File: src/pkg/csbs_pkg.sv
// constants and types for the core status and bank select block
package csbs_pkg;

  // ==========================================================================
  // special register addresses, decoded alike in every bank
  localparam logic [7:0] SFR_TOP = 8'h40;
  localparam logic [7:0] ADDR_IPORT1 = 8'h02;
  localparam logic [7:0] ADDR_PTR1 = 8'h03;
  localparam logic [7:0] ADDR_BANK = 8'h04;
  localparam logic [7:0] ADDR_PCL = 8'h06;
  localparam logic [7:0] ADDR_TABLE_POINTER_LOW = 8'h07;
  localparam logic [7:0] ADDR_TABLE_HIGH_BYTE_LATCH = 8'h08;
  localparam logic [7:0] ADDR_TABLE_POINTER_HIGH = 8'h09;
  localparam logic [7:0] ADDR_STATUS = 8'h0A;

  // ==========================================================================
  // nv memory control register location
  localparam logic [7:0] NV_CTRL_ADDR = 8'h40;
  localparam logic [2:0] NV_CTRL_BANK = 3'h1;

  // ==========================================================================
  // bank select layout
  localparam logic [7:0] BP_RESET = 8'h00;
  localparam logic [7:0] BP_MASK_1 = 8'h01;
  localparam logic [7:0] BP_MASK_2 = 8'h03;
  localparam logic [7:0] BP_MASK_3 = 8'h27;
  localparam int unsigned BP_PROG_BIT = 5;
  localparam logic [1:0] BANK2_UNDEF = 2'h3;
  localparam logic [2:0] BANK3_LAST = 3'h4;

  // ==========================================================================
  // status layout
  localparam int unsigned ST_TO = 5;
  localparam int unsigned ST_PDF = 4;
  localparam int unsigned ST_OV = 3;
  localparam int unsigned ST_Z = 2;
  localparam int unsigned ST_AC = 1;
  localparam int unsigned ST_C = 0;
  localparam logic [3:0] ARITH_RESET = 4'h0;

  // ==========================================================================
  // types
  typedef enum logic [2:0] {
    CSBS_OP_NONE,
    CSBS_OP_ADD,
    CSBS_OP_ADC,
    CSBS_OP_SUB,
    CSBS_OP_SBC,
    CSBS_OP_LOGIC,
    CSBS_OP_RLC,
    CSBS_OP_RRC
  } csbs_op_e;

  typedef enum logic [1:0] {
    CSBS_SRC_ZERO,
    CSBS_SRC_MEM,
    CSBS_SRC_SFR
  } csbs_src_e;

endpackage : csbs_pkg

File: src/core/csbs_bank_decode.sv
// data bank decode for the configured bank select width
module csbs_bank_decode #(
  parameter int unsigned BANK_BITS = 3
) (
  // bank select value
  input wire logic [7:0] bank_select_i,
  // decoded bank
  output logic [2:0] bank_o,
  output logic valid_o
);

  // ==========================================================================
  // decode
  always_comb begin
    case (BANK_BITS)
      1: begin
        bank_o = {2'h0, bank_select_i[0]};
        valid_o = 1'b1;
      end
      2: begin
        bank_o = {1'b0, bank_select_i[1:0]};
        valid_o = bank_select_i[1:0] != csbs_pkg::BANK2_UNDEF;
      end
      default: begin
        bank_o = bank_select_i[2:0];
        valid_o = bank_select_i[2:0] <= csbs_pkg::BANK3_LAST;
      end
    endcase
  end

endmodule : csbs_bank_decode

File: src/core/csbs_alu_flags.sv
// arithmetic flag computation for one alu operation
module csbs_alu_flags (
  // operation
  input wire csbs_pkg::csbs_op_e op_i,
  input wire logic [7:0] a_i,
  input wire logic [7:0] b_i,
  input wire logic c_i,
  // flags and which of them the operation touches
  output logic c_o,
  output logic ac_o,
  output logic z_o,
  output logic ov_o,
  output logic wr_c_o,
  output logic wr_ac_o,
  output logic wr_z_o,
  output logic wr_ov_o
);

  logic [7:0] b_eff;
  logic cin;
  logic [8:0] sum9;
  logic [4:0] lo5;
  logic [7:0] lo8;
  logic arith;

  // ==========================================================================
  // add and subtract share one adder, subtract adds the inverse
  always_comb begin
    arith = op_i inside {csbs_pkg::CSBS_OP_ADD, csbs_pkg::CSBS_OP_ADC,
                         csbs_pkg::CSBS_OP_SUB, csbs_pkg::CSBS_OP_SBC};
    b_eff = b_i;
    cin = 1'b0;
    case (op_i)
      csbs_pkg::CSBS_OP_ADC: cin = c_i;
      csbs_pkg::CSBS_OP_SUB: begin
        b_eff = ~b_i;
        cin = 1'b1;
      end
      csbs_pkg::CSBS_OP_SBC: begin
        b_eff = ~b_i;
        cin = c_i;
      end
      default: cin = 1'b0;
    endcase
    sum9 = {1'b0, a_i} + {1'b0, b_eff} + {8'h00, cin};
    lo5 = {1'b0, a_i[3:0]} + {1'b0, b_eff[3:0]} + {4'h0, cin};
    lo8 = {1'b0, a_i[6:0]} + {1'b0, b_eff[6:0]} + {7'h00, cin};
    c_o = sum9[8];
    ac_o = lo5[4];
    ov_o = lo8[7] ^ sum9[8];
    z_o = sum9[7:0] == 8'h00;
    case (op_i)
      csbs_pkg::CSBS_OP_LOGIC: z_o = b_i == 8'h00;
      csbs_pkg::CSBS_OP_RLC: c_o = a_i[7];
      csbs_pkg::CSBS_OP_RRC: c_o = a_i[0];
      default: z_o = sum9[7:0] == 8'h00;
    endcase
    wr_c_o = arith || op_i inside {csbs_pkg::CSBS_OP_RLC,
                                   csbs_pkg::CSBS_OP_RRC};
    wr_ac_o = arith;
    wr_ov_o = arith;
    wr_z_o = arith || op_i == csbs_pkg::CSBS_OP_LOGIC;
  end

endmodule : csbs_alu_flags

File: src/core/csbs_core_regs.sv
// core special registers: bank select, status flags, pcl, table read
// Operation
// - one-bit variant: bit 0 picks bank 0/1
// - two-bit variant: codes 00..10 banks, 11 undefined
// - three-bit variant: 000..100 banks, others undefined
// - largest variant: bit 5 selects program bank
// - unimplemented bank bits read zero, reset zero
// - pcl write jumps within current page
// - pcl jump inserts one dummy cycle
// - table read: high byte latched, low returned
// - status writes never touch expiry or halt flags
// - expiry flag cleared by clear/sleep, set by timeout
// - halt flag cleared by clear, set by sleep
// - carry from add, no-borrow, rotate through carry
// - half carry from low nibble carry/no-borrow
// - zero flag follows result equal zero
// - overflow is carry-in xor carry-out of msb
// - status is never pushed on call/interrupt
// - status layout: bits 5,4 read-only, 7,6 zero
// - no direct register to register move
// - direct addressing always reaches bank 0
// - resets clear bank except watchdog in halt
module csbs_core_regs #(
  parameter int unsigned BANK_BITS = 3
) (
  // clock and reset
  input wire logic clk_i,
  input wire logic rst_n_i,
  // other reset sources
  input wire logic sys_reset_i,
  input wire logic keep_bank_i,
  // data access from datapath
  input wire logic acc_valid_i,
  input wire logic acc_write_i,
  input wire logic [7:0] acc_addr_i,
  input wire logic [7:0] acc_wdata_i,
  output logic [7:0] rdata_o,
  output logic rvalid_o,
  // data memory side
  output logic mem_req_o,
  output logic mem_we_o,
  output logic [2:0] mem_bank_o,
  output logic [7:0] mem_addr_o,
  output logic [7:0] mem_wdata_o,
  output logic nv_ctrl_sel_o,
  input wire logic [7:0] mem_rdata_i,
  // program counter
  input wire logic [7:0] pc_low_i,
  output logic pc_jump_o,
  output logic [7:0] pc_target_o,
  output logic dummy_cycle_o,
  // table read
  input wire logic tbl_req_i,
  output logic prog_rd_o,
  output logic [15:0] prog_addr_o,
  input wire logic prog_valid_i,
  input wire logic [15:0] prog_data_i,
  output logic [7:0] tbl_low_o,
  output logic tbl_low_valid_o,
  // alu flag update and system events
  input wire csbs_pkg::csbs_op_e alu_op_i,
  input wire logic [7:0] alu_a_i,
  input wire logic [7:0] alu_b_i,
  input wire logic wdt_timeout_i,
  input wire logic watchdog_clear_instruction_i,
  input wire logic halt_i,
  // register views
  output logic [7:0] status_o,
  output logic [7:0] bank_select_o,
  output logic prog_bank_o
);

  localparam logic [7:0] BP_MASK = (BANK_BITS == 1) ? csbs_pkg::BP_MASK_1 :
    (BANK_BITS == 2) ? csbs_pkg::BP_MASK_2 : csbs_pkg::BP_MASK_3;

  logic [7:0] bp_reg, bp_next, ptr1_reg, ptr1_next;
  logic [7:0] table_pointer_low_reg, table_pointer_low_next, table_pointer_high_reg, table_pointer_high_next;
  logic [7:0] table_high_byte_latch_reg, table_high_byte_latch_next;
  logic to_reg, to_next, pdf_reg, pdf_next;
  logic [3:0] ar_reg, ar_next;
  logic mem_req_reg, mem_req_next, mem_we_reg, mem_we_next;
  logic [2:0] mem_bank_reg, mem_bank_next;
  logic [7:0] mem_addr_reg, mem_addr_next, mem_wdata_reg, mem_wdata_next;
  logic nv_reg, nv_next, rd_pend_reg, rd_pend_next;
  csbs_pkg::csbs_src_e src_reg, src_next;
  logic [7:0] sfr_q_reg, sfr_q_next, rdata_reg, rdata_next;
  logic rvalid_reg, rvalid_next;
  logic pc_jump_reg, pc_jump_next, dummy_reg, dummy_next;
  logic [7:0] pc_target_reg, pc_target_next;
  logic prog_rd_reg, prog_rd_next;
  logic [15:0] prog_addr_reg, prog_addr_next;
  logic [7:0] tbl_low_reg, tbl_low_next;
  logic tbl_lv_reg, tbl_lv_next;

  logic [2:0] dec_bank;
  logic dec_valid;
  logic f_c, f_ac, f_z, f_ov, w_c, w_ac, w_z, w_ov;
  logic indirect, is_sfr, own, zero_acc, fwd, wr_own;
  logic [7:0] eff_addr, sfr_rd;
  logic [2:0] bank_use;

  // ==========================================================================
  // sub blocks
  csbs_bank_decode #(
    .BANK_BITS(BANK_BITS)
  ) u_dec (
    .bank_select_i(bp_reg),
    .bank_o(dec_bank),
    .valid_o(dec_valid)
  );

  csbs_alu_flags u_alu (
    .op_i(alu_op_i),
    .a_i(alu_a_i),
    .b_i(alu_b_i),
    .c_i(ar_reg[csbs_pkg::ST_C]),
    .c_o(f_c),
    .ac_o(f_ac),
    .z_o(f_z),
    .ov_o(f_ov),
    .wr_c_o(w_c),
    .wr_ac_o(w_ac),
    .wr_z_o(w_z),
    .wr_ov_o(w_ov)
  );

  // ==========================================================================
  // access decode
  always_comb begin
    indirect = acc_addr_i == csbs_pkg::ADDR_IPORT1;
    eff_addr = indirect ? ptr1_reg : acc_addr_i;
    is_sfr = eff_addr < csbs_pkg::SFR_TOP;
    own = is_sfr && eff_addr inside {csbs_pkg::ADDR_PTR1,
      csbs_pkg::ADDR_BANK, csbs_pkg::ADDR_PCL, csbs_pkg::ADDR_TABLE_POINTER_LOW,
      csbs_pkg::ADDR_TABLE_HIGH_BYTE_LATCH, csbs_pkg::ADDR_TABLE_POINTER_HIGH, csbs_pkg::ADDR_STATUS};
    bank_use = (indirect && !is_sfr) ? dec_bank : 3'h0;
    zero_acc = (indirect && eff_addr == csbs_pkg::ADDR_IPORT1) ||
               (indirect && !is_sfr && !dec_valid);
    fwd = !own && !zero_acc;
    wr_own = acc_valid_i && acc_write_i && own;
    case (eff_addr)
      csbs_pkg::ADDR_PTR1: sfr_rd = ptr1_reg;
      csbs_pkg::ADDR_BANK: sfr_rd = bp_reg;
      csbs_pkg::ADDR_PCL: sfr_rd = pc_low_i;
      csbs_pkg::ADDR_TABLE_POINTER_LOW: sfr_rd = table_pointer_low_reg;
      csbs_pkg::ADDR_TABLE_HIGH_BYTE_LATCH: sfr_rd = table_high_byte_latch_reg;
      csbs_pkg::ADDR_TABLE_POINTER_HIGH: sfr_rd = table_pointer_high_reg;
      csbs_pkg::ADDR_STATUS: sfr_rd = status_o;
      default: sfr_rd = 8'h00;
    endcase
  end

  // ==========================================================================
  // register state next values
  always_comb begin
    bp_next = bp_reg;
    ptr1_next = ptr1_reg;
    table_pointer_low_next = table_pointer_low_reg;
    table_pointer_high_next = table_pointer_high_reg;
    table_high_byte_latch_next = table_high_byte_latch_reg;
    ar_next = ar_reg;
    to_next = to_reg;
    pdf_next = pdf_reg;
    if (sys_reset_i && !keep_bank_i) begin
      bp_next = csbs_pkg::BP_RESET;
    end else if (wr_own && eff_addr == csbs_pkg::ADDR_BANK) begin
      bp_next = acc_wdata_i & BP_MASK;
    end
    // writes carry only the working register value
    if (wr_own && eff_addr == csbs_pkg::ADDR_PTR1) begin
      ptr1_next = acc_wdata_i;
    end
    if (wr_own && eff_addr == csbs_pkg::ADDR_TABLE_POINTER_LOW) begin
      table_pointer_low_next = acc_wdata_i;
    end
    if (wr_own && eff_addr == csbs_pkg::ADDR_TABLE_POINTER_HIGH) begin
      table_pointer_high_next = acc_wdata_i;
    end
    if (prog_valid_i) begin
      table_high_byte_latch_next = prog_data_i[15:8];
    end
    if (w_c) begin
      ar_next[csbs_pkg::ST_C] = f_c;
    end
    if (w_ac) begin
      ar_next[csbs_pkg::ST_AC] = f_ac;
    end
    if (w_z) begin
      ar_next[csbs_pkg::ST_Z] = f_z;
    end
    if (w_ov) begin
      ar_next[csbs_pkg::ST_OV] = f_ov;
    end
    // a status write lands in the arithmetic flags only
    if (wr_own && eff_addr == csbs_pkg::ADDR_STATUS) begin
      ar_next = acc_wdata_i[3:0];
    end
    if (watchdog_clear_instruction_i || halt_i) begin
      to_next = 1'b0;
    end
    if (wdt_timeout_i) begin
      to_next = 1'b1;
    end
    if (watchdog_clear_instruction_i) begin
      pdf_next = 1'b0;
    end
    if (halt_i) begin
      pdf_next = 1'b1;
    end
  end

  // ==========================================================================
  // access, jump and table pipeline next values
  always_comb begin
    mem_req_next = acc_valid_i && fwd;
    mem_we_next = acc_valid_i && acc_write_i && fwd;
    mem_bank_next = bank_use;
    mem_addr_next = eff_addr;
    mem_wdata_next = acc_wdata_i;
    nv_next = acc_valid_i && fwd && indirect &&
              bank_use == csbs_pkg::NV_CTRL_BANK &&
              eff_addr == csbs_pkg::NV_CTRL_ADDR;
    rd_pend_next = acc_valid_i && !acc_write_i;
    src_next = own ? csbs_pkg::CSBS_SRC_SFR :
               fwd ? csbs_pkg::CSBS_SRC_MEM : csbs_pkg::CSBS_SRC_ZERO;
    sfr_q_next = sfr_rd;
    rvalid_next = rd_pend_reg;
    case (src_reg)
      csbs_pkg::CSBS_SRC_MEM: rdata_next = mem_rdata_i;
      csbs_pkg::CSBS_SRC_SFR: rdata_next = sfr_q_reg;
      default: rdata_next = 8'h00;
    endcase
    pc_jump_next = wr_own && eff_addr == csbs_pkg::ADDR_PCL;
    pc_target_next = pc_jump_next ? acc_wdata_i : pc_target_reg;
    dummy_next = pc_jump_reg;
    prog_rd_next = tbl_req_i;
    prog_addr_next = tbl_req_i ? {table_pointer_high_reg, table_pointer_low_reg} : prog_addr_reg;
    tbl_lv_next = prog_valid_i;
    tbl_low_next = prog_valid_i ? prog_data_i[7:0] : tbl_low_reg;
  end

  // ==========================================================================
  // registers
  always_ff @(posedge clk_i or negedge rst_n_i) begin
    if (!rst_n_i) begin
      bp_reg <= csbs_pkg::BP_RESET;
      ptr1_reg <= 8'h00;
      table_pointer_low_reg <= 8'h00;
      table_pointer_high_reg <= 8'h00;
      table_high_byte_latch_reg <= 8'h00;
      ar_reg <= csbs_pkg::ARITH_RESET;
      to_reg <= 1'b0;
      pdf_reg <= 1'b0;
      mem_req_reg <= 1'b0;
      mem_we_reg <= 1'b0;
      mem_bank_reg <= 3'h0;
      mem_addr_reg <= 8'h00;
      mem_wdata_reg <= 8'h00;
      nv_reg <= 1'b0;
      rd_pend_reg <= 1'b0;
      src_reg <= csbs_pkg::CSBS_SRC_ZERO;
      sfr_q_reg <= 8'h00;
      rdata_reg <= 8'h00;
      rvalid_reg <= 1'b0;
      pc_jump_reg <= 1'b0;
      pc_target_reg <= 8'h00;
      dummy_reg <= 1'b0;
      prog_rd_reg <= 1'b0;
      prog_addr_reg <= 16'h0000;
      tbl_low_reg <= 8'h00;
      tbl_lv_reg <= 1'b0;
    end else begin
      bp_reg <= bp_next;
      ptr1_reg <= ptr1_next;
      table_pointer_low_reg <= table_pointer_low_next;
      table_pointer_high_reg <= table_pointer_high_next;
      table_high_byte_latch_reg <= table_high_byte_latch_next;
      ar_reg <= ar_next;
      to_reg <= to_next;
      pdf_reg <= pdf_next;
      mem_req_reg <= mem_req_next;
      mem_we_reg <= mem_we_next;
      mem_bank_reg <= mem_bank_next;
      mem_addr_reg <= mem_addr_next;
      mem_wdata_reg <= mem_wdata_next;
      nv_reg <= nv_next;
      rd_pend_reg <= rd_pend_next;
      src_reg <= src_next;
      sfr_q_reg <= sfr_q_next;
      rdata_reg <= rdata_next;
      rvalid_reg <= rvalid_next;
      pc_jump_reg <= pc_jump_next;
      pc_target_reg <= pc_target_next;
      dummy_reg <= dummy_next;
      prog_rd_reg <= prog_rd_next;
      prog_addr_reg <= prog_addr_next;
      tbl_low_reg <= tbl_low_next;
      tbl_lv_reg <= tbl_lv_next;
    end
  end

  // ==========================================================================
  // outputs, status is a plain view with no stack path
  assign status_o = {2'b00, to_reg, pdf_reg, ar_reg};
  assign bank_select_o = bp_reg;
  assign prog_bank_o = bp_reg[csbs_pkg::BP_PROG_BIT];
  assign rdata_o = rdata_reg;
  assign rvalid_o = rvalid_reg;
  assign mem_req_o = mem_req_reg;
  assign mem_we_o = mem_we_reg;
  assign mem_bank_o = mem_bank_reg;
  assign mem_addr_o = mem_addr_reg;
  assign mem_wdata_o = mem_wdata_reg;
  assign nv_ctrl_sel_o = nv_reg;
  assign pc_jump_o = pc_jump_reg;
  assign pc_target_o = pc_target_reg;
  assign dummy_cycle_o = dummy_reg;
  assign prog_rd_o = prog_rd_reg;
  assign prog_addr_o = prog_addr_reg;
  assign tbl_low_o = tbl_low_reg;
  assign tbl_low_valid_o = tbl_lv_reg;
endmodule : csbs_core_regs

File: config.mk
export PLATFORM = sky130hd
export DESIGN_NAME = csbs_core_regs
export DESIGN_NICKNAME = d
export VERILOG_FILES = /design/src/pkg/csbs_pkg.sv /design/src/core/csbs_bank_decode.sv /design/src/core/csbs_alu_flags.sv /design/src/core/csbs_core_regs.sv
export SDC_FILE = /design/constraint.sdc
export NUM_CORES = 1
export LEC_CHECK = 0
export BUFFER_PORTS_ARGS = -buffer_cell sky130_fd_sc_hd__buf_2
export CORE_ASPECT_RATIO = 1.25
export CORE_MARGIN = 2
export CORE_UTILIZATION = 30
export CTS_CLUSTER_SIZE = 25
export DETAILED_ROUTE_END_ITERATION = 16
export RECOVER_POWER = 50
export SYNTH_ARGS = -nofsm -noshare
export SYNTH_HDL_FRONTEND = slang
export SYNTH_SLANG_ARGS = --single-unit
File: constraint.sdc
create_clock -name clk_i -period 2.4 [get_ports clk_i]
set_clock_uncertainty 0.15 [all_clocks]
set_input_delay 0.48 -clock clk_i [delete_from_list [all_inputs] [get_ports clk_i]]
set_output_delay 0.48 -clock clk_i [all_outputs]
set_load 0.01 [all_outputs]
==> results.yml, run 1 <==
sta:
  relSlewSlack_pct: 37.5
  finalHoldViolCount: 0
  finalSetupTns_ns: -0.441
  setup_slack_ns: -0.160
  rsz0062_at_grt: "yes"
  fin_crit_sh_pct: 107
  tightest_slew_ns: 0.937
  final-setup-viol-count: 3
  fmaxAchievable_ghz: 0.391
  whs_ns: 0.0936
  timing.final.max_slew_violations: 0
  period_needed_ns: 2.56
die:
  die_x_um: 127
  rows: 56
  die_area_sq_mm: 0.0201
  start_util_pct: 30.5
  die_y_um: 158
  core-area_sq_mm: 0.0186
  pin_count: 162
clock_network:
  tritoncts: "yes"
  cts_buffers: 17
  clock_latency_ns: 0.41
  cts-htree-levels: 4
  path_clk_slew_ns: 0.05
  cts.path.max_buffers: 2
  cts_sinks: 120
  clockRootBuffer: "clkbuf_16"
place:
  hpwl_um: 13100
  port_buffers: 155
  gp_congestion: 0.961
drt:
  post_drt_wl_per_cell_um: 17.5
  dr.pass1.iters: 5
  ant_nets: 0
  vias: 4662
  route.met2.wl_um: 8650
  wl_um: 16600
  m1WireLength_um: 6580
  drc: 0
  vias_per_cell: 4.91
  top_layer: "met4"
  wl_met3_um: 943
  drt_iter0_drc: 226
setup_path:
  path_max_fanout: 3
  startpoint_type: "flop"
  cp-startpoint: "ar_reg[0]"
  required_ns: 2.59
  r2r_start: "ar_reg[0]"
  crit_path_end_kind: "flop"
  cp.arrival_ns: 2.75
  crit_type: "flop to flop"
layout:
  insertedDiodeCount: 0
  drive_above_1_share_pct: 47.4
  area_delta_synth_final_pct: 38.7
  final_core_util_pct: 42.3
  layout.nets: 794
  largest_reg_flops: 16
  num-fill-cells: 1790
power_and_ir_drop:
  ir_worst_vdd_mv: 0.450
  leakage_nw: 3.89
  power.density_mw_per_mm2: 697
yosys:
  synth.most_common_cell: "dfrtp_1"
  synth_common_cells: "dfrtp_1 (120), mux2_2 (63), nor2_1 (36)"
  synth_edf_count: 0
  synth_ff_type: "dfrtp_1"
  yosysUniqueCellTypes: 69
  yosys_warnings: 0
  synth.ff_latch_count: 120
  syn_area_sq_mm: 0.00568
  synth_top_area_share_pct: 52.9
  synth.area.top_cells: "dfrtp_1 (53%), mux2_2 (12%), a22oi_1 (2.4%), nor2_1 (2.4%), ha_1 (2.0%)"
  syn_inst: 474
  seq_area_frac_synth_pct: 52.9
  avgSynthCellArea_sq_um: 12.0
  synth-async-reset-ratio_pct: 100
  synth_area_leader_cell: "dfrtp_1"
grt:
  grt_max_degree: 39
  grt_pass1_vias: 4918
  antenna_found_initial: 0
  overflow: 0
  grt_pass1_wl_um: 26400
  grt_usage_pct: 17.4
hold_path:
  hp-class: "input port to flop"
  min-delay-start: "wdt_timeout_i"
outcome:
  status: "finished, violations left"
  violations: "negative setup slack"
flow_run:
  drv_cap: 0
-- what timing repair did --
action | in CTS | in global routing
hold buffers | 1 | 0
setup endpoints to repair | 3 | 4
resized for setup | 3 | 6
buffers inserted | 2 | 1
pin swaps | 3 | 4
hold endpoints to repair | 33 | 0
-- power by group --
| part | switching (mW) | internal (mW) | leakage, nW | total (mW) |
|---|---|---|---|---|
| logic | 0.431 | 0.387 | 2.06 | 0.818 |
| registers | 0.0658 | 2.13 | 1.56 | 2.19 |
| clock network | 0.859 | 1.63 | 0.278 | 2.49 |
-- critical path: stages, from the launching register on --
cell      delay, ns
dfrtp_1        0.39
o21ai_1        0.07
nor2_1         0.11
a31oi_1        0.07
fa_2           0.38
fa_2           0.36
nand2b_4       0.15
a211oi_2       0.20
o221a_2        0.26
xor2_1         0.15
mux2i_1        0.09
o21ai_1        0.12
-- logic make-up (layout without fill, tap and decap cells) --
family	count (synthesis)	count (layout)	synth area share [%]
other cells	1	6	0.0660
fa+ha+maj	11	11	2.69
xor+xnor	12	12	1.85
flops	120	120	52.9
simple gates	104	104	9.54
buf+inv	47	285	4.27
mux	68	68	13.4
compound gates	111	111	15.3
-- worst paths after layout --
path | to | slack [ns] | cells after the start
hold / removal | to_reg | 0.09 | 2
min in group asynchronous | prog_rd_o | 0.57 | 2
hold reg to reg | rvalid_o | 0.20 | 0
setup reg to reg | ar_reg[3] | -0.16 | 11
setup / recovery | ar_reg[3] | -0.16 | 11
max in group asynchronous | sfr_q_reg[3] | 0.41 | 3
-- routing by layer --
metal	vias up	track usage, %
li1	2200	-
met1	2279	19.9
met2	158	30.8
met3	25	4.46
met4	0	7.33
met5	-	0
-- layout make-up --
class,count,area (sq um),share of cell area (%)
sequential,120,3000,38.1
multi-input combinational,312,2540,32.2
inverter,18,67.6,0.857
clock buffer,24,492,6.24
timing repair buffer,236,1400,17.8
clock inverter,7,92.6,1.17
tap,232,290,3.68
-- cell usage in the layout, fill, tap and decap left out, drive strengths merged, types with 3 or more instances in the layout --
cell type	netlist	final
nand2	23	23
mux2i	4	4
and2	4	4
mux2	64	64
o21ai	19	19
nor4	3	3
xor2	9	9
inv	18	18
conb	1	6
a222oi	4	4
o22a	5	5
a41oi	3	3
a211oi	6	6
buf	21	217
clkbuf	8	42
nor2b	5	5
clkinvlp	0	3
a21o	6	6
a22oi	18	18
nor3	5	5
nand3	15	15
nor2	38	38
a21oi	14	14
o211ai	4	4
a41o	4	4
ha	9	9
xnor2	3	3
a31oi	4	4
a32oi	4	4
a22o	4	4
dfrtp	120	120
-- per-stage QoR --
step | instances | power, mW | area, sq um | worst slack, ns
after floorplan | 479 | 2.61 | 5780 | -0.525
after global placement | 914 | 3.02 | 7290 | -0.573
after detailed placement | 914 | 3.04 | 7290 | -0.657
after CTS | 948 | 5.56 | 7900 | -0.194
after global routing | 949 | 5.76 | 7880 | -0.313
final | 949 | 5.50 | 7880 | -0.160
No activity file was read; power rests on OpenSTA's default activity.
==> inputs of run 2 (changes only) <==
--- a/config.mk
+++ b/config.mk
@@ -6,11 +6,14 @@
 export NUM_CORES = 1
 export LEC_CHECK = 0
 export BUFFER_PORTS_ARGS = -buffer_cell sky130_fd_sc_hd__buf_2
+export CELL_PAD_IN_SITES_DETAIL_PLACEMENT = 1
+export CELL_PAD_IN_SITES_GLOBAL_PLACEMENT = 2
 export CORE_ASPECT_RATIO = 1.25
 export CORE_MARGIN = 2
 export CORE_UTILIZATION = 30
 export CTS_CLUSTER_SIZE = 25
 export DETAILED_ROUTE_END_ITERATION = 16
+export PLACE_DENSITY_LB_ADDON = 0.1
 export RECOVER_POWER = 50
 export SYNTH_ARGS = -nofsm -noshare
 export SYNTH_HDL_FRONTEND = slang
==> results.yml, run 2 (synthesized netlist as in run 1, its figures left out) <==
die:
  core-area_sq_mm: 0.0186
  rows: 56
  start_util_pct: 30.5
  die_x_um: 127
  pin_count: 162
  die_area_sq_mm: 0.0201
  die_y_um: 158
grt:
  grt_pass1_vias: 5142
  overflow: 0
  antenna_found_initial: 0
  grt_usage_pct: 18.6
  grt_max_degree: 40
  grt_pass1_wl_um: 28400
power_and_ir_drop:
  ir_worst_vdd_mv: 0.470
  power.density_mw_per_mm2: 711
  leakage_nw: 3.93
drt:
  drt_iter0_drc: 207
  dr.pass1.iters: 4
  vias_per_cell: 4.99
  wl_um: 18100
  top_layer: "met4"
  wl_met3_um: 767
  route.met2.wl_um: 9680
  m1WireLength_um: 7390
  ant_nets: 0
  post_drt_wl_per_cell_um: 19.0
  drc: 0
  vias: 4746
layout:
  multi_input_area_sq_mm: 0.00253
  area_delta_synth_final_pct: 39.4
  drive_above_1_share_pct: 48.5
  final_common_cell: "buf_2"
  largest_reg_flops: 16
  final_cell_mix: "buf_2 (145), dfrtp_1 (119), buf_4 (71), mux2_2 (63), nor2_1 (35)"
  stdcell_count: 951
  insertedDiodeCount: 0
  num-fill-cells: 2114
  layout.nets: 795
  seq_area_sq_mm: 0.00300
  final_core_util_pct: 42.5
clock_network:
  cts.path.max_buffers: 2
  cts_buffers: 17
  path_clk_slew_ns: 0.06
  clockRootBuffer: "clkbuf_16"
  tritoncts: "yes"
  cts-htree-levels: 4
  cts_sinks: 120
  clock_latency_ns: 0.41
sta:
  whs_ns: 0.109
  tightest_slew_ns: 1.07
  period_needed_ns: 2.63
  finalHoldViolCount: 0
  setup_slack_ns: -0.233
  rsz0062_at_grt: "yes"
  fmaxAchievable_ghz: 0.380
  relSlewSlack_pct: 28.4
  fin_crit_sh_pct: 110
  final-setup-viol-count: 23
  timing.final.max_slew_violations: 0
outcome:
  violations: "negative setup slack"
  status: "finished, violations left"
place:
  gp_congestion: 0.850
  port_buffers: 155
  hpwl_um: 14300
  dpl.cell_count: 914
setup_path:
  cp.buffers_inverters: 1
  crit_type: "flop to flop"
  cp.arrival_ns: 2.79
  startpoint_type: "flop"
  required_ns: 2.55
  cp_cell_sequence: "o21ai_1 -> nor2_1 -> a31oi_1 -> fa_2 -> fa_2 -> buf_4 -> xor2_1 -> o21ai_1 -> nor4_1 -> a41oi_1 -> o31ai_1"
  crit_path_end_kind: "flop"
  path_max_fanout: 3
  critPathTopFamily: "adder cells"
  slowest_delay_ns: 0.38
  crit_slowest_cell: "dfrtp_2"
hold_path:
  hp-class: "input port to flop"
flow_run:
  drv_cap: 0
[run 2: worst register-to-register path, delay by kind of cell (launching register included)]
family,cells,cell delay (ns)
adder cells (fa/ha/maj),2,0.74
AO/OA/AOI/OAI,5,0.66
XOR/XNOR,1,0.13
buffers and inverters,1,0.15
AND/OR/NAND/NOR,2,0.34
flip-flops,1,0.38
[run 2: worst paths after layout]
kind | depth (start not counted) | slack (ns) | from | endpoint
worst min-delay path | 2 | 0.11 | wdt_timeout_i | to_reg
worst max register to register | 11 | -0.23 | ar_reg[0] | ar_reg[2]
worst max-delay path | 11 | -0.23 | ar_reg[0] | ar_reg[2]
min in group asynchronous | 2 | 0.61 | rst_n_i | rdata_o[7]
max in group asynchronous | 3 | 0.34 | rst_n_i | table_pointer_low_reg[2]
worst min register to register | 0 | 0.22 | rd_pend_reg | rvalid_o
[run 2: final cells by class]
cell class                 instances  share of cell area, %
sequential                       120                   37.9
multi-input combinational        312                   32.0
timing repair buffer             237                   17.8
clock buffer                      18                   5.55
tap                              232                   3.67
clock inverter                    14                   2.18
inverter                          18                  0.853
[run 2: per-layer routing]
layer	global-route usage (%)	vias to the layer above
li1	-	2196
met1	22.4	2408
met4	5.60	0
met3	3.62	18
met5	0	-
met2	33.6	124
[run 2: report_power, final]
part	switching, mW	total (mW)	internal [mW]
Sequential	0.0670	2.19	2.13
Combinational	0.435	0.811	0.376
Clock	0.960	2.63	1.67
[run 2: what timing repair did]
| action | 4_1_cts | 5_1_grt |
|---|---|---|
| buffers inserted | 2 | 2 |
| pin swaps | 5 | 7 |
| hold buffers | 1 | 0 |
| resized for setup | 6 | 4 |
| gates cloned | 0 | 0 |
| endpoints found under the hold margin | 36 | 0 |
| setup endpoints to repair | 3 | 9 |
[run 2: per-stage QoR]
step / instance area, sq um / total power [mW] / TNS [ns] / worst slack [ns]
global route: 7920 / 5.88 / -10.92 / -0.353
CTS: 7960 / 5.73 / -0.612 / -0.225
global placement: 7310 / 3.01 / -10.21 / -0.501
finish: 7920 / 5.63 / -1.82 / -0.233
detailed placement: 7310 / 3.04 / -12.12 / -0.676
floorplan: 5780 / 2.61 / -1.65 / -0.525
==> inputs of run 3 (changes only) <==
--- a/config.mk
+++ b/config.mk
@@ -5,12 +5,13 @@
 export SDC_FILE = /design/constraint.sdc
 export NUM_CORES = 1
 export LEC_CHECK = 0
+export ABC_AREA = 1
 export BUFFER_PORTS_ARGS = -buffer_cell sky130_fd_sc_hd__buf_2
 export CELL_PAD_IN_SITES_DETAIL_PLACEMENT = 1
 export CELL_PAD_IN_SITES_GLOBAL_PLACEMENT = 2
 export CORE_ASPECT_RATIO = 1.25
 export CORE_MARGIN = 2
-export CORE_UTILIZATION = 30
+export CORE_UTILIZATION = 29
 export CTS_CLUSTER_SIZE = 25
 export DETAILED_ROUTE_END_ITERATION = 16
 export PLACE_DENSITY_LB_ADDON = 0.1
==> results.yml, run 3 <==
setup_path:
  critical_path.most_common_cell: "nand2_1"
  crit_type: "input port to flop"
  cp.arrival_ns: 2.73
  crit_slowest_cell: "fa_2"
  slowest_delay_ns: 0.52
  required_ns: 2.60
  crit_path_end_kind: "flop"
  startpoint_type: "input port"
  critPathTopFamily: "simple AND/OR/NAND/NOR gates"
  path_max_fanout: 3
  cp.buffers_inverters: 1
  cp_cell_sequence: "buf_12 -> o21ai_4 -> nand2_4 -> xor2_2 -> fa_2 -> fa_2 -> nand2_1 -> nor3_2 -> nand3_1 -> nor2_1 -> nand4_1 -> nand2_1 -> nand2_1 -> nand2_1 -> nand2_1 -> nand2_1"
sta:
  setup_slack_ns: -0.133
  whs_ns: 0.0324
  timing.final.max_slew_violations: 0
  relSlewSlack_pct: 29.6
  fmaxAchievable_ghz: 0.395
  period_needed_ns: 2.53
  fin_crit_sh_pct: 106
  rsz0062_at_grt: "yes"
  tightest_slew_ns: 1.06
  finalHoldViolCount: 0
  final-setup-viol-count: 3
die:
  die_y_um: 163
  rows: 58
  core-area_sq_mm: 0.0200
  pin_count: 162
  die_x_um: 131
  die_area_sq_mm: 0.0213
  start_util_pct: 29.3
yosys:
  avgSynthCellArea_sq_um: 9.70
  synth_top_area_share_pct: 51.4
  synth_area_leader_cell: "dfrtp_1"
  synth_edf_count: 0
  yosysUniqueCellTypes: 41
  synth_ff_type: "dfrtp_1"
  seq_area_frac_synth_pct: 51.4
  synth.ff_latch_count: 120
  yosys_warnings: 0
  syn_area_sq_mm: 0.00585
  synth-async-reset-ratio_pct: 100
  synth.area.top_cells: "dfrtp_1 (51%), nand2_1 (9.5%), o21ai_2 (4.9%), mux2_2 (4.8%), inv_1 (3.7%)"
  synth.most_common_cell: "nand2_1"
  synth_common_cells: "nand2_1 (148), dfrtp_1 (120), inv_1 (57)"
  syn_inst: 603
drt:
  post_drt_wl_per_cell_um: 16.4
  wl_um: 18500
  vias_per_cell: 4.44
  drc: 0
  vias: 5017
  dr.pass1.iters: 4
  ant_nets: 0
  drt_iter0_drc: 172
power_and_ir_drop:
  net-switching-power_mw: 1.45
  combPwrFrac_pct: 14.1
  leakage_nw: 4.29
  sw_frac_of_total_pct: 25.6
  p_seq_share_pct: 38.0
  power.density_mw_per_mm2: 681
  ir_worst_vdd_mv: 0.413
  fin_total_pwr_mw: 5.65
  p_int_mw: 4.20
  clkPwrFrac_pct: 47.8
grt:
  grt_usage_pct: 17.4
  grt_max_degree: 50
  grt_pass1_vias: 5447
  antenna_found_initial: 0
  overflow: 0
  grt_pass1_wl_um: 28000
clock_network:
  tritoncts: "yes"
  path_clk_slew_ns: 0.06
  clock_latency_ns: 0.41
  cts_buffers: 17
  cts-htree-levels: 4
  cts_sinks: 120
  clockRootBuffer: "clkbuf_16"
  cts.path.max_buffers: 2
layout:
  largest_reg_flops: 16
  drive_above_1_share_pct: 45.1
  final_cell_mix: "nand2_1 (146), buf_2 (146), dfrtp_1 (120), buf_4 (72), inv_1 (54)"
  area_delta_synth_final_pct: 41.9
  finalInstanceArea_sq_mm: 0.00830
  layout.nets: 936
  insertedDiodeCount: 0
place:
  preCtsSetupSlack_ns: -0.787
  gp_congestion: 0.852
  post_dp_cell_area_sq_mm: 0.00746
  port_buffers: 155
  hpwl_um: 13900
outcome:
  violations: "negative setup slack"
  status: "finished, violations left"
hold_path:
  hp-class: "input port to flop"
flow_run:
  drv_cap: 0
run 3: changes by cell type in the layout (fill, tap and decap cells not counted), moves of 8 or more:
cell	before	now
nand3_4	0	10
mux2_2	63	25
xnor2_1	2	10
nand2_4	0	8
nand2_1	21	146
nand2_2	2	14
o21ai_2	0	34
inv_1	18	54
a22oi_1	18	0
a21oi_1	11	21
run 3: power groups by stage:
stage          clock network [mW]  logic [mW]  registers, mW
6_report                     2.70       0.799           2.15
5_1_grt                      2.86       0.895           2.16
4_1_cts                      2.78       0.813           2.15
3_5_place_dp                    0       0.786           2.19
3_3_place_gp                    0       0.765           2.18
2_1_floorplan                   0       0.367           2.21
run 3: cell families (layout without fill, tap and decap cells):
group | after synthesis | count (layout) | share of synthesized area (%)
xor gates and xnor gates | 13 | 13 | 1.95
adders and majority gates | 11 | 11 | 2.61
AOI/OAI and AO/OA | 91 | 91 | 10.6
muxes | 25 | 25 | 4.81
and+or+nand+nor | 255 | 261 | 21.4
DFF | 120 | 120 | 51.4
buffers and inverters | 87 | 332 | 7.21
other | 1 | 6 | 0.0641
run 3: repair_timing:
item,in CTS,in global routing
endpoints found under the setup margin,3,42
pin swaps,18,6
gates cloned,0,6
hold buffers,1,0
gates resized for setup,14,16
setup buffers,1,6
endpoints found under the hold margin,26,0
run 3: path summary, 6_finish.rpt:
path | startpoint | end | slack (ns) | cells after the start
max | alu_op_i[2] | ar_reg[2] | -0.13 | 16
min | acc_wdata_i[4] | mem_wdata_o[4] | 0.03 | 1
max reg2reg | ar_reg[0] | ar_reg[2] | -0.02 | 13
min reg2reg | rd_pend_reg | rvalid_o | 0.20 | 0
max in group asynchronous | rst_n_i | table_pointer_low_reg[4] | 0.34 | 3
min in group asynchronous | rst_n_i | mem_addr_o[0] | 0.53 | 2
run 3: area by class of cell:
type	count	area, sq um
fillers	2359	11700
clock inverters	14	196
repair buffers	237	1450
well taps	270	338
clock buffers	17	425
inverters	64	258
flip-flops and latches	120	3000
multi-input cells	407	2620
run 3: stage by stage:
stage | instances | utilization, % | setup TNS (ns)
after global routing | 1129 | 41.6 | -3.82
final | 1129 | 41.6 | -0.290
after global placement | 1084 | 37.4 | -14.28
after floorplan | 608 | - | -1.21
after detailed placement | 1084 | 37.4 | -14.85
after CTS | 1117 | 40.8 | -0.258
run 3: worst reg2reg max path: cells and delay by family (launching register included):
family,cells,cell delay (ns)
DFF,1,0.36
AOI/OAI and AO/OA,1,0.12
adders and majority gates,2,0.90
and+or+nand+nor,10,0.84
run 3: metal layers:
layer  GRT usage [%]  part of all wire, %  vias to the layer above
met2            30.8                   52                      103
met3            3.91                  4.0                       15
met1            21.0                   42                     2460
met5               0                    0                        -
li1                -                    -                     2439
met4            4.93                  1.3                        0
